===== src/telegram_filter_pkg.sv =====
// package for the received telegram filter: frame codes, filter codes,
// register map and the shared structs and helper functions.
// assumes one clock domain and an APB master for the register map.
package telegram_filter_pkg;

   // ==========================================================
   // framed command protocol
   localparam logic [7:0]  SYNC_BYTE          = 8'h55;
   localparam logic [7:0]  PKT_COMMON         = 8'h05;
   localparam logic [7:0]  PKT_RESPONSE       = 8'h02;
   localparam logic [7:0]  CMD_FILTER_ADD     = 8'h0b;
   localparam logic [7:0]  CMD_FILTER_ENABLE  = 8'h0e;
   localparam logic [15:0] ADD_DATA_LEN       = 16'h0007;
   localparam logic [15:0] ENABLE_DATA_LEN    = 16'h0003;
   localparam logic [7:0]  RET_OK             = 8'h00;
   localparam logic [7:0]  ERROR_RETURN       = 8'h01;
   localparam logic [7:0]  RET_NOT_SUPPORTED  = 8'h02;
   localparam logic [7:0]  RET_WRONG_PARAM    = 8'h03;
   localparam logic [7:0]  CRC_POLY           = 8'h07;
   localparam logic [3:0]  DATA_BUF_LEN       = 4'h7;
   localparam logic [3:0]  RESP_LAST          = 4'h7;

   // ==========================================================
   // filter codes
   localparam int          MAX_FILTERS        = 30;
   localparam logic [5:0]  MAX_FILTERS_CNT    = 6'h1e;
   localparam logic [7:0]  FTYPE_SENDER       = 8'h00;
   localparam logic [7:0]  FTYPE_TELEGRAM     = 8'h01;
   localparam logic [7:0]  FTYPE_RSSI         = 8'h02;
   localparam logic [7:0]  FTYPE_RECEIVER     = 8'h03;
   localparam int          ACT_TRUE_BIT       = 7;
   localparam int          ACT_REPEAT_BIT     = 6;
   localparam logic [7:0]  OP_OR_ALL          = 8'h00;
   localparam logic [7:0]  OP_AND_ALL         = 8'h01;
   localparam logic [7:0]  OP_HOST_OR_REP_AND = 8'h08;
   localparam logic [7:0]  OP_HOST_AND_REP_OR = 8'h09;
   localparam logic [7:0]  REP_SELECTIVE      = 8'h02;

   // ==========================================================
   // register map (byte addresses)
   localparam logic [11:0] REG_CTRL           = 12'h000;
   localparam logic [11:0] REG_STATUS         = 12'h004;
   localparam logic [11:0] REG_DROPS          = 12'h008;
   localparam int          CTRL_EN_BIT        = 0;
   localparam int          CTRL_OP_LSB        = 8;
   localparam int          CTRL_REP_LSB       = 16;
   localparam int          STAT_CNT_LSB       = 0;
   localparam int          STAT_RET_LSB       = 8;
   localparam int          STAT_BUSY_BIT      = 16;
   localparam logic [7:0]  OP_RST             = 8'h00;
   localparam logic [7:0]  REP_RST            = 8'h00;

   // ==========================================================
   // carriers
   typedef struct packed {
      logic [31:0] sender_id;
      logic [31:0] receiver_id;
      logic [7:0]  telegram_type_field;
      logic [7:0]  rssi_mag;          // level is minus this, in dBm
   } telegram_t;

   typedef struct packed {
      logic [7:0]  ftype;
      logic [31:0] value;
      logic [7:0]  code;
   } filter_entry_t;

   typedef struct packed {
      logic forward;
      logic repeat_tx;
   } decision_t;

   // one byte of crc8, msb first
   function automatic logic [7:0] crc8_step(input logic [7:0] crc,
                                            input logic [7:0] din);
      logic [7:0] c;
      c = crc ^ din;
      for (int i = 0; i < 8; i++) begin
         c = c[7] ? ((c << 1) ^ CRC_POLY) : (c << 1);
      end
      return c;
   endfunction

   // combine mode of one action class from the operator byte
   function automatic logic op_is_and(input logic [7:0] op,
                                      input logic       repeat_class);
      case (op)
         OP_AND_ALL:         return 1'b1;
         OP_HOST_OR_REP_AND: return repeat_class;
         OP_HOST_AND_REP_OR: return !repeat_class;
         default:            return 1'b0;
      endcase
   endfunction

endpackage


===== src/crc8_acc.sv =====
// running crc8 over a byte stream.
// assumes the caller clears it at the start of each checked span.
module crc8_acc
   import telegram_filter_pkg::*;
(
   // clock and reset
   input  wire logic       clk,
   input  wire logic       sys_rst,
   // control and data
   input  wire logic       clear,
   input  wire logic       en,
   input  wire logic [7:0] din,
   output logic      [7:0] crc
);

   // ==========================================================
   // accumulator; clear wins so a span can restart on any byte
   always_ff @(posedge clk or posedge sys_rst) begin
      if (sys_rst) begin
         crc <= 8'h00;
      end else if (clear) begin
         crc <= 8'h00;
      end else if (en) begin
         crc <= crc8_step(crc, din);
      end
   end

endmodule


===== src/filter_store.sv =====
// storage for the filter table, one write port and one read port.
// assumes read data are wanted one cycle after the address.
module filter_store
   import telegram_filter_pkg::*;
(
   // clock and reset
   input  wire logic                            clk,
   input  wire logic                            sys_rst,
   // write port
   input  wire logic                            wr_en,
   input  wire logic [4:0]                      wr_addr,
   input  wire telegram_filter_pkg::filter_entry_t wr_data,
   // read port
   input  wire logic [4:0]                      rd_addr,
   output telegram_filter_pkg::filter_entry_t   rd_data
);

   filter_entry_t mem [MAX_FILTERS];

   // ==========================================================
   // array has no reset; entries beyond the count are never read
   always_ff @(posedge clk) begin
      if (wr_en) begin
         mem[wr_addr] <= wr_data;
      end
   end

   always_ff @(posedge clk or posedge sys_rst) begin
      if (sys_rst) begin
         rd_data <= '0;
      end else begin
         rd_data <= mem[rd_addr];
      end
   end

endmodule


===== src/received_telegram_filter.sv =====
// filter engine for received telegrams: command frame parser, filter
// table, sequential evaluation per telegram, and an APB register file.
// assumes command bytes and telegrams are synchronous to clk.

// Summary of operation
// - signal reference is the magnitude of a negative dBm level
// - identifier and type filters test equal or not equal
// - signal filter true-condition: level at or below minus threshold
// - signal filter false-condition: level strictly above minus threshold
// - action is forward only, or forward and repeat
// - repeat part ignored unless selective repeating is set
// - each action class combined by configurable AND or OR
// - at most 30 filters; the next add answers return code 01
// - add frame: sync 55, length 7, type 05, command 0b, checksums
// - type byte: sender, telegram type, signal, receiver
// - four-byte reference follows the type byte
// - codes 00 and 80 forward on false or true, never repeat
// - codes 40 and c0 forward and repeat on false or true
// - with filtering off every telegram is forwarded
// - enable command 0e sets on/off and the operator byte
// - filter repeating needs repeater setting 02
module received_telegram_filter (
   // clock and reset
   input  wire logic                         clk,
   input  wire logic                         sys_rst,
   // apb slave
   input  wire logic                         psel,
   input  wire logic                         penable,
   input  wire logic                         pwrite,
   input  wire logic [11:0]                  paddr,
   input  wire logic [31:0]                  pwdata,
   output logic      [31:0]                  prdata,
   output logic                              pready,
   output logic                              pslverr,
   // command byte stream from the host
   input  wire logic                         cmd_valid,
   input  wire logic [7:0]                   cmd_byte,
   output logic                              cmd_ready,
   // response byte stream to the host
   output logic                              resp_valid,
   output logic      [7:0]                   resp_byte,
   input  wire logic                         resp_ready,
   // received telegrams
   input  wire logic                         tg_valid,
   input  wire telegram_filter_pkg::telegram_t tg_data,
   output logic                              tg_ready,
   // filter decision
   output logic                              dec_valid,
   output telegram_filter_pkg::decision_t    dec_data
);
   import telegram_filter_pkg::*;

   typedef enum logic [2:0] {
      ST_SYNC, ST_HDR, ST_HCRC, ST_DATA, ST_DCRC, ST_EXEC, ST_RESP
   } parse_state_t;

   typedef enum logic [1:0] {
      EV_IDLE, EV_READ, EV_CMP, EV_DONE
   } eval_state_t;

   localparam logic [7:0] RESP_HCRC =
      crc8_step(crc8_step(crc8_step(crc8_step(8'h00, 8'h00), 8'h01),
                          8'h00), PKT_RESPONSE);

   parse_state_t   pst_r;
   eval_state_t    est_r;
   logic [1:0]     hdr_idx_r;
   logic [15:0]    data_len_r;
   logic [7:0]     opt_len_r;
   logic [7:0]     pkt_type_r;
   logic [16:0]    data_left_r;
   logic [3:0]     data_idx_r;
   logic [7:0]     data_buf_r [DATA_BUF_LEN];
   logic [3:0]     resp_idx_r;
   logic [7:0]     ret_r;
   logic [7:0]     ret_nxt;
   logic           respond_nxt;
   logic           store_nxt;
   logic           en_set_nxt;
   logic [5:0]     filter_cnt_r;
   logic           filt_en_r;
   logic [7:0]     filt_op_r;
   logic [7:0]     rep_set_r;
   logic [15:0]    drops_r;
   logic           byte_take;
   logic           crc_clear;
   logic [7:0]     crc_now;
   filter_entry_t  new_entry;
   filter_entry_t  rd_entry;
   telegram_t      tg_r;
   logic [4:0]     ev_idx_r;
   logic [5:0]     ev_cnt_r;
   logic           host_all_r, host_any_r, host_seen_r;
   logic           rep_all_r, rep_any_r, rep_seen_r;
   logic           cond, passed;
   logic           host_res, rep_res;
   logic           apb_wr;

   // ==========================================================
   // running checksum over header and over payload
   assign byte_take = cmd_valid && cmd_ready;
   assign crc_clear = (pst_r == ST_SYNC) || (pst_r == ST_HCRC);

   crc8_acc u_crc (
      .clk     (clk),
      .sys_rst (sys_rst),
      .clear   (crc_clear),
      .en      (byte_take),
      .din     (cmd_byte),
      .crc     (crc_now)
   );

   // ==========================================================
   // frame parser
   assign cmd_ready = (pst_r != ST_EXEC) && (pst_r != ST_RESP);

   always_ff @(posedge clk or posedge sys_rst) begin
      if (sys_rst) begin
         pst_r       <= ST_SYNC;
         hdr_idx_r   <= 2'd0;
         data_len_r  <= 16'h0000;
         opt_len_r   <= 8'h00;
         pkt_type_r  <= 8'h00;
         data_left_r <= 17'h00000;
         data_idx_r  <= 4'h0;
         drops_r     <= 16'h0000;
      end else begin
         case (pst_r)
            ST_SYNC: begin
               hdr_idx_r <= 2'd0;
               if (byte_take && cmd_byte == SYNC_BYTE) begin
                  pst_r <= ST_HDR;
               end
            end
            ST_HDR: if (byte_take) begin
               hdr_idx_r <= hdr_idx_r + 2'd1;
               case (hdr_idx_r)
                  2'd0:    data_len_r[15:8] <= cmd_byte;
                  2'd1:    data_len_r[7:0]  <= cmd_byte;
                  2'd2:    opt_len_r        <= cmd_byte;
                  default: begin
                     pkt_type_r <= cmd_byte;
                     pst_r      <= ST_HCRC;
                  end
               endcase
            end
            ST_HCRC: if (byte_take) begin
               data_idx_r  <= 4'h0;
               data_left_r <= {1'b0, data_len_r} + {9'h000, opt_len_r};
               if (cmd_byte != crc_now) begin
                  drops_r <= drops_r + 16'h0001;
                  pst_r   <= ST_SYNC;
               end else if (data_len_r == 16'h0000 && opt_len_r == 8'h00)
               begin
                  pst_r <= ST_DCRC;
               end else begin
                  pst_r <= ST_DATA;
               end
            end
            ST_DATA: if (byte_take) begin
               if (data_idx_r != DATA_BUF_LEN) begin
                  data_idx_r <= data_idx_r + 4'h1;
               end
               data_left_r <= data_left_r - 17'h00001;
               if (data_left_r == 17'h00001) begin
                  pst_r <= ST_DCRC;
               end
            end
            ST_DCRC: if (byte_take) begin
               if (cmd_byte != crc_now) begin
                  drops_r <= drops_r + 16'h0001;
                  pst_r   <= ST_SYNC;
               end else begin
                  pst_r <= ST_EXEC;
               end
            end
            ST_EXEC: pst_r <= respond_nxt ? ST_RESP : ST_SYNC;
            ST_RESP: if (resp_ready && resp_idx_r == RESP_LAST) begin
               pst_r <= ST_SYNC;
            end
            default: pst_r <= ST_SYNC;
         endcase
      end
   end

   // payload bytes beyond the buffer are still checked, not stored
   always_ff @(posedge clk or posedge sys_rst) begin
      if (sys_rst) begin
         for (int i = 0; i < DATA_BUF_LEN; i++) begin
            data_buf_r[i] <= 8'h00;
         end
      end else if (pst_r == ST_DATA && byte_take &&
                   data_idx_r != DATA_BUF_LEN) begin
         data_buf_r[data_idx_r[2:0]] <= cmd_byte;
      end
   end

   // ==========================================================
   // command execution
   assign new_entry = '{ftype: data_buf_r[1],
                        value: {data_buf_r[2], data_buf_r[3],
                                data_buf_r[4], data_buf_r[5]},
                        code:  data_buf_r[6]};

   always_comb begin
      respond_nxt = (pkt_type_r == PKT_COMMON);
      ret_nxt     = RET_NOT_SUPPORTED;
      store_nxt   = 1'b0;
      en_set_nxt  = 1'b0;
      if (data_buf_r[0] == CMD_FILTER_ADD) begin
         if (data_len_r != ADD_DATA_LEN ||
             new_entry.ftype > FTYPE_RECEIVER ||
             new_entry.code[5:0] != 6'h00) begin
            ret_nxt = RET_WRONG_PARAM;
         end else if (filter_cnt_r == MAX_FILTERS_CNT) begin
            ret_nxt = ERROR_RETURN;
         end else begin
            ret_nxt   = RET_OK;
            store_nxt = 1'b1;
         end
      end else if (data_buf_r[0] == CMD_FILTER_ENABLE) begin
         if (data_len_r != ENABLE_DATA_LEN) begin
            ret_nxt = RET_WRONG_PARAM;
         end else begin
            ret_nxt    = RET_OK;
            en_set_nxt = 1'b1;
         end
      end
   end

   filter_store u_store (
      .clk     (clk),
      .sys_rst (sys_rst),
      .wr_en   (pst_r == ST_EXEC && respond_nxt && store_nxt),
      .wr_addr (filter_cnt_r[4:0]),
      .wr_data (new_entry),
      .rd_addr (ev_idx_r),
      .rd_data (rd_entry)
   );

   always_ff @(posedge clk or posedge sys_rst) begin
      if (sys_rst) begin
         filter_cnt_r <= 6'd0;
         ret_r        <= RET_OK;
      end else if (pst_r == ST_EXEC && respond_nxt) begin
         ret_r <= ret_nxt;
         if (store_nxt) begin
            filter_cnt_r <= filter_cnt_r + 6'd1;
         end
      end
   end

   // ==========================================================
   // response frame: sync, length 1, no option, response, crcs
   function automatic logic [7:0] resp_at(input logic [3:0] idx,
                                          input logic [7:0] ret);
      case (idx)
         4'h0:    return SYNC_BYTE;
         4'h2:    return 8'h01;
         4'h4:    return PKT_RESPONSE;
         4'h5:    return RESP_HCRC;
         4'h6:    return ret;
         4'h7:    return crc8_step(8'h00, ret);
         default: return 8'h00;
      endcase
   endfunction

   assign resp_valid = (pst_r == ST_RESP);

   always_ff @(posedge clk or posedge sys_rst) begin
      if (sys_rst) begin
         resp_idx_r <= 4'h0;
         resp_byte  <= 8'h00;
      end else if (pst_r == ST_EXEC) begin
         resp_idx_r <= 4'h0;
         resp_byte  <= resp_at(4'h0, ret_nxt);
      end else if (resp_valid && resp_ready) begin
         resp_idx_r <= resp_idx_r + 4'h1;
         resp_byte  <= resp_at(resp_idx_r + 4'h1, ret_r);
      end
   end

   // ==========================================================
   // apb register file; always ready, no wait states
   assign pready = 1'b1;
   assign apb_wr = psel && penable && pwrite;

   function automatic logic addr_ok(input logic [11:0] a);
      return (a == REG_CTRL) || (a == REG_STATUS) || (a == REG_DROPS);
   endfunction

   assign pslverr = psel && penable && !addr_ok(paddr);

   always_ff @(posedge clk or posedge sys_rst) begin
      if (sys_rst) begin
         filt_en_r <= 1'b0;
         filt_op_r <= OP_RST;
         rep_set_r <= REP_RST;
      end else begin
         if (apb_wr && paddr == REG_CTRL) begin
            filt_en_r <= pwdata[CTRL_EN_BIT];
            filt_op_r <= pwdata[CTRL_OP_LSB +: 8];
            rep_set_r <= pwdata[CTRL_REP_LSB +: 8];
         end
         if (pst_r == ST_EXEC && respond_nxt && en_set_nxt) begin
            filt_en_r <= data_buf_r[1][0];
            filt_op_r <= data_buf_r[2];
         end
      end
   end

   always_ff @(posedge clk or posedge sys_rst) begin
      if (sys_rst) begin
         prdata <= 32'h0000_0000;
      end else if (psel && !penable) begin
         case (paddr)
            REG_CTRL:   prdata <= {8'h00, rep_set_r, filt_op_r,
                                   7'h00, filt_en_r};
            REG_STATUS: prdata <= {15'h0000, (est_r != EV_IDLE),
                                   ret_r, 2'b00, filter_cnt_r};
            REG_DROPS:  prdata <= {16'h0000, drops_r};
            default:    prdata <= 32'h0000_0000;
         endcase
      end
   end

   // ==========================================================
   // per-filter condition and action match
   always_comb begin
      case (rd_entry.ftype)
         FTYPE_SENDER:   cond = tg_r.sender_id == rd_entry.value;
         FTYPE_RECEIVER: cond = tg_r.receiver_id == rd_entry.value;
         FTYPE_TELEGRAM: cond =
            tg_r.telegram_type_field == rd_entry.value[7:0];
         // -rx <= -ref is rx >= ref in magnitudes
         FTYPE_RSSI:     cond = tg_r.rssi_mag >= rd_entry.value[7:0];
         default:        cond = 1'b0;
      endcase
      // code bit 7 clear: filter passes when the condition is false
      passed = (cond == rd_entry.code[ACT_TRUE_BIT]);
   end

   // ==========================================================
   // sequential evaluation, two cycles per stored filter
   assign tg_ready = (est_r == EV_IDLE);

   always_ff @(posedge clk or posedge sys_rst) begin
      if (sys_rst) begin
         est_r       <= EV_IDLE;
         ev_idx_r    <= 5'd0;
         ev_cnt_r    <= 6'd0;
         tg_r        <= '0;
         host_all_r  <= 1'b1;
         host_any_r  <= 1'b0;
         host_seen_r <= 1'b0;
         rep_all_r   <= 1'b1;
         rep_any_r   <= 1'b0;
         rep_seen_r  <= 1'b0;
      end else begin
         case (est_r)
            EV_IDLE: if (tg_valid) begin
               tg_r        <= tg_data;
               ev_idx_r    <= 5'd0;
               ev_cnt_r    <= filter_cnt_r;  // adds mid-run not seen
               host_all_r  <= 1'b1;
               host_any_r  <= 1'b0;
               host_seen_r <= 1'b0;
               rep_all_r   <= 1'b1;
               rep_any_r   <= 1'b0;
               rep_seen_r  <= 1'b0;
               est_r <= (filter_cnt_r == 6'd0) ? EV_DONE : EV_READ;
            end
            EV_READ: est_r <= EV_CMP;
            EV_CMP: begin
               host_seen_r <= 1'b1;
               host_all_r  <= host_all_r && passed;
               host_any_r  <= host_any_r || passed;
               if (rd_entry.code[ACT_REPEAT_BIT]) begin
                  rep_seen_r <= 1'b1;
                  rep_all_r  <= rep_all_r && passed;
                  rep_any_r  <= rep_any_r || passed;
               end
               if ({1'b0, ev_idx_r} + 6'd1 == ev_cnt_r) begin
                  est_r <= EV_DONE;
               end else begin
                  ev_idx_r <= ev_idx_r + 5'd1;
                  est_r    <= EV_READ;
               end
            end
            EV_DONE: est_r <= EV_IDLE;
            default: est_r <= EV_IDLE;
         endcase
      end
   end

   // ==========================================================
   // decision
   assign host_res = op_is_and(filt_op_r, 1'b0) ? host_all_r
                                                : host_any_r;
   assign rep_res  = op_is_and(filt_op_r, 1'b1) ? rep_all_r
                                                : rep_any_r;

   always_ff @(posedge clk or posedge sys_rst) begin
      if (sys_rst) begin
         dec_valid <= 1'b0;
         dec_data  <= '0;
      end else begin
         dec_valid <= (est_r == EV_DONE);
         if (est_r == EV_DONE) begin
            // an empty table forwards; filtering off forwards all
            dec_data.forward <= !filt_en_r || !host_seen_r ||
                                host_res;
            dec_data.repeat_tx <= (rep_set_r == REP_SELECTIVE) &&
                                  rep_seen_r && rep_res;
         end
      end
   end

   // host-side duty: 8-bit references arrive zero-extended

endmodule


===== config.mk =====
export PLATFORM = sky130hd
export DESIGN_NAME = received_telegram_filter
export DESIGN_NICKNAME = d
export VERILOG_FILES = /design/src/telegram_filter_pkg.sv /design/src/crc8_acc.sv /design/src/filter_store.sv /design/src/received_telegram_filter.sv
export SDC_FILE = /design/constraint.sdc
export NUM_CORES = 2
export LEC_CHECK = 0
export BUFFER_PORTS_ARGS = -buffer_cell sky130_fd_sc_hd__buf_2
export CORE_MARGIN = 4
export CORE_UTILIZATION = 55
export DETAILED_ROUTE_END_ITERATION = 8
export PLACE_DENSITY = 0.7
export SYNTH_ARGS = -nofsm -noshare
export SYNTH_HDL_FRONTEND = slang
export SYNTH_SLANG_ARGS = --single-unit

===== constraint.sdc =====
create_clock -name clk -period 12.35 [get_ports clk]
set_input_delay 1.235 -clock clk [delete_from_list [all_inputs] [get_ports clk]]
set_output_delay 1.235 -clock clk [all_outputs]
set_load 0.01 [all_outputs]

==> results.txt <==
The run finished with clean final reports. The endpoint kind of the worst setup timing path is a register. The count of antenna-violating nets left after detailed routing is 0.

The first-pass GRT wire length came out at 227,600 um. The synthesized flop and latch total came out at 1,602. The CTS buffer count is 159. The count of input and output buffers is 162. The share of the synthesized area in compound gates (AO/OA/AOI/OAI) is 2.256%. The die outline area came out at 0.1218 mm2. The count of distinct cell types in the synthesized netlist is 81. Entering global routing, the biggest net connects 106 pins. The layout overhead on the synthesized area is 12.35%. In this run the critical register-to-register path is captured at u_store.mem[12][6]. By area, the combinational part of the netlist is dominated by multiplexers.

The post-layout minimum cycle time came out at 5462 ps. The cell chosen for the clock root is clkbuf_16. Setup repair after global routing left no endpoint under its margin. The critical hold path startpoint is u_store.rd_data[6]. In the routed design, unresolved DRC markers number 0.

For this block, the routed nets add up to 154,000 um of wire. The final hold slack is 450.5 ps. The number of nets at the end of the flow came out at 3,824. Registers are responsible for 49.4% of the overall power.

The number of maximum-capacitance violations is 0. The clock passes through at most 3 buffers. The adder-cell share of the synthesized area came out at 0.7552%. The highest net fanout along the worst path came out at 32. The initial detailed-routing violation count came out at 3,987. After detailed routing, the average wire length per cell comes to 29.11 um. The final cycle utilization of the critical path came out at 44.23%. The number of endpoints failing setup at the final stage came out at 0.

The overall power came out at 0.01277 W. The clock tree from TritonCTS is yes. By area the synthesized netlist is led by edfxtp_1, mux4_2, dfrtp_1, nand2_1, mux2_2. Once placement finished, the instance area stood at 0.06667 mm2.

The remaining global-route overflow came out at 0. The instance count along the most critical hold path is 1. The cell-internal power is 0.009549 W. The sum of negative setup slack came out at 0 ps. The maximum vdd drop is 0.0001285 V. The total standard cell area after synthesis came out at 0.06395 mm2. The setup slack on the worst flop-to-flop path came out at 6890 ps. The overall global routing resource usage came out at 25.70%. The fmax is 0.1831 GHz. The clock latency reported for the late side of the worst-skew pair is 760 ps.

The relative contribution of the clock network to total power is 37.4%. The dominant cell type by area after synthesis is edfxtp_1. The initial core utilization is 55.63%.

The finished cells cover 0.07185 mm2. The number of antenna repair diodes came out at 0. Leaving out fill and tap cells, the most frequent cells in the layout are edfxtp_1, mux4_2, nand2_1. The last weighted congestion value of the routability-driven placer came out at 0.8715. The count of filler cells inserted in the layout is 7,822. Among all flip-flop cells after synthesis, the most frequent one is edfxtp_1. The number of setup buffers added after CTS is 0.

The synthesized design contains 1,260 enable-type register cells. The placed wire-length estimate after detailed placement came out at 82,740 um. The initial antenna violation count is 4.

The average via count per standard cell came out at 6.324. The via count of the first global-routing pass came out at 33,310. The critical path starts at data_buf_r[44]. The critical path in this run is classified as reg2reg. The commonest non-fill, non-tap cell in the layout is edfxtp_1. The fraction of registers with async set or reset after synthesis came out at 21.35%. The endpoint with the worst hold slack is rep_all_r. The number of sinks driven by the clock tree is 1,602. The number of H-tree levels is 4. The power density of the placed cells is 177.7 mW/mm2. The synthesized instance count is 3,434.

The number of ports placed on the die boundary came out at 188. Excluding fillers, the count of instances in the completed layout stands at 5,291. The post-synthesis xor/xnor area fraction is 1.463%. The switching power is 0.003219 W. Data on the critical path arrives at its endpoint at 5830 ps. STA classifies the critical path startpoint as a register. Combinational logic burns 13.2% of the power. The region available for standard cell placement spans 0.1150 mm2. The proportion of netlist area held by the largest area contributor is 59.16%. The via count came out at 33,460.

The share of total power consumed by net switching is 25.21%. The fraction of the yosys area taken by sequential cells is 72.55%. The multiplexer area fraction after synthesis came out at 16.94%. The number of gates resized after CTS came out at 0. Averaged over all synthesized cells, the footprint is 18.62 um2.

The detailed-router iteration count before antenna repair is 5. Clock skew on the completed layout was measured at 32.34 ps. The width of the chip is 349 um.

The count of cells along the worst register-to-register path came out at 8. The synthesis warning total came out at 0. The floorplan step set the die height to 349 um. The fraction of final layout cells with drive strength greater than 1 came out at 26.20%.

The path class of the tightest hold or removal check is reg2reg. The number of rows created at floorplan came out at 124. The worst flop-to-flop path startpoint is data_buf_r[44].

Summed over all cells, the static leakage comes to 24.36 nW. The required time reported for the critical path endpoint is 12,720 ps. The register clock-pin slew on the reported worst setup and hold paths is 50 ps. The number of endpoints with negative hold slack in the final report was 0. The remaining max-slew budget at the tightest pin came out at 19.81%.

The synthesized-area fraction occupied by and/or/nand/nor cells is 4.625%. The transition time of the tightest slew-check pin is 1200 ps. The final count of pins violating max slew came out at 0.

The cts-stage hold buffer count came out at 0. Including well taps, the total number of placed cells is 4,997.
worst max-delay path by stage:
stage | depth (start not counted) | end | slack (ps)
floorplan | 1 | data_buf_r[0] | 1640
global placement | 8 | u_store.mem[12][24] | 6950
detailed placement | 8 | u_store.mem[12][24] | 6900
CTS | 8 | u_store.mem[12][6] | 6890
global route | 8 | u_store.mem[12][47] | 6620
finish | 8 | u_store.mem[12][6] | 6890
state kept, by name, summed over array words and instances, names as in the netlist, 16 cells and up:
register	cells
tg_r	80
u_store.rd_data	42
u_store.mem	1260
drops_r	16
prdata	24
data_left_r	17
data_len_r	16
data_buf_r	56
cells in the mapped netlist (20+ instances only):
library cell and number:
o21ai_0 66, mux2i_1 27, nor4_1 21, o21ai_1 26, mux2_2 102, nand2b_1 20, nand2_1 357, mux2_1 80
xor2_1 27, ha_1 37, nor3_1 21, nand3_1 35, buf_1 37, clkbuf_1 112, xnor2_1 78, inv_1 40
a21oi_1 48, nor2_1 96, dfrtp_1 340, mux4_2 378, edfxtp_1 1260
worst max-delay path, stage by stage (launching register included):
cell     delay (ps)
dfrtp_1         730
or4_1           760
nor4_1          270
nand4_1         170
nor2_1          390
o311a_1         470
nand2_1         540
nor2_4         1080
buf_4           630
logic make-up (layout without fill, tap and decap cells):
group / count (synthesis) / after routing
other: 2 / 10
AOI/OAI and AO/OA: 231 / 231
buffers and inverters: 223 / 560
adders and majority gates: 38 / 38
and+or+nand+nor: 645 / 645
DFF: 1602 / 1602
xor gates and xnor gates: 106 / 106
muxes: 587 / 587
through the flow:
| stage | utilization (%) | worst slack (ps) |
|---|---|---|
| 6_report | 62.50 | 6888 |
| 3_3_place_gp | 57.99 | 6954 |
| 4_1_cts | 62.50 | 6888 |
| 5_1_grt | 62.50 | 6624 |
| 3_5_place_dp | 57.99 | 6902 |
| 2_1_floorplan | - | 1638 |
layer usage:
layer | track usage [%] | share of wire [%]
met1 | 38.03 | 41
met2 | 40.47 | 48
met3 | 4.479 | 8.7
met4 | 6.707 | 2.3
met5 | 0 | 0
cell type report:
type | instances | area [um2] | area share (%)
flip-flops and latches | 1602 | 46420 | 64.60
clock buffers | 231 | 4524 | 6.297
clock inverters | 63 | 654.4 | 0.9107
multi-input cells | 1617 | 16930 | 23.57
repair buffers | 218 | 1244 | 1.731
inverters | 48 | 187.7 | 0.2612
well taps | 1512 | 1892 | 2.633
power groups by stage:
stage / combinational, W / sequential (W) / clock, W
2_1_floorplan: 0.00137 / 0.00629 / 0
3_3_place_gp: 0.00168 / 0.00641 / 0
3_5_place_dp: 0.00170 / 0.00641 / 0
4_1_cts: 0.00171 / 0.00631 / 0.00484
5_1_grt: 0.00186 / 0.00635 / 0.00509
6_report: 0.00169 / 0.00631 / 0.00477
Power figures use the tool's default switching activity.
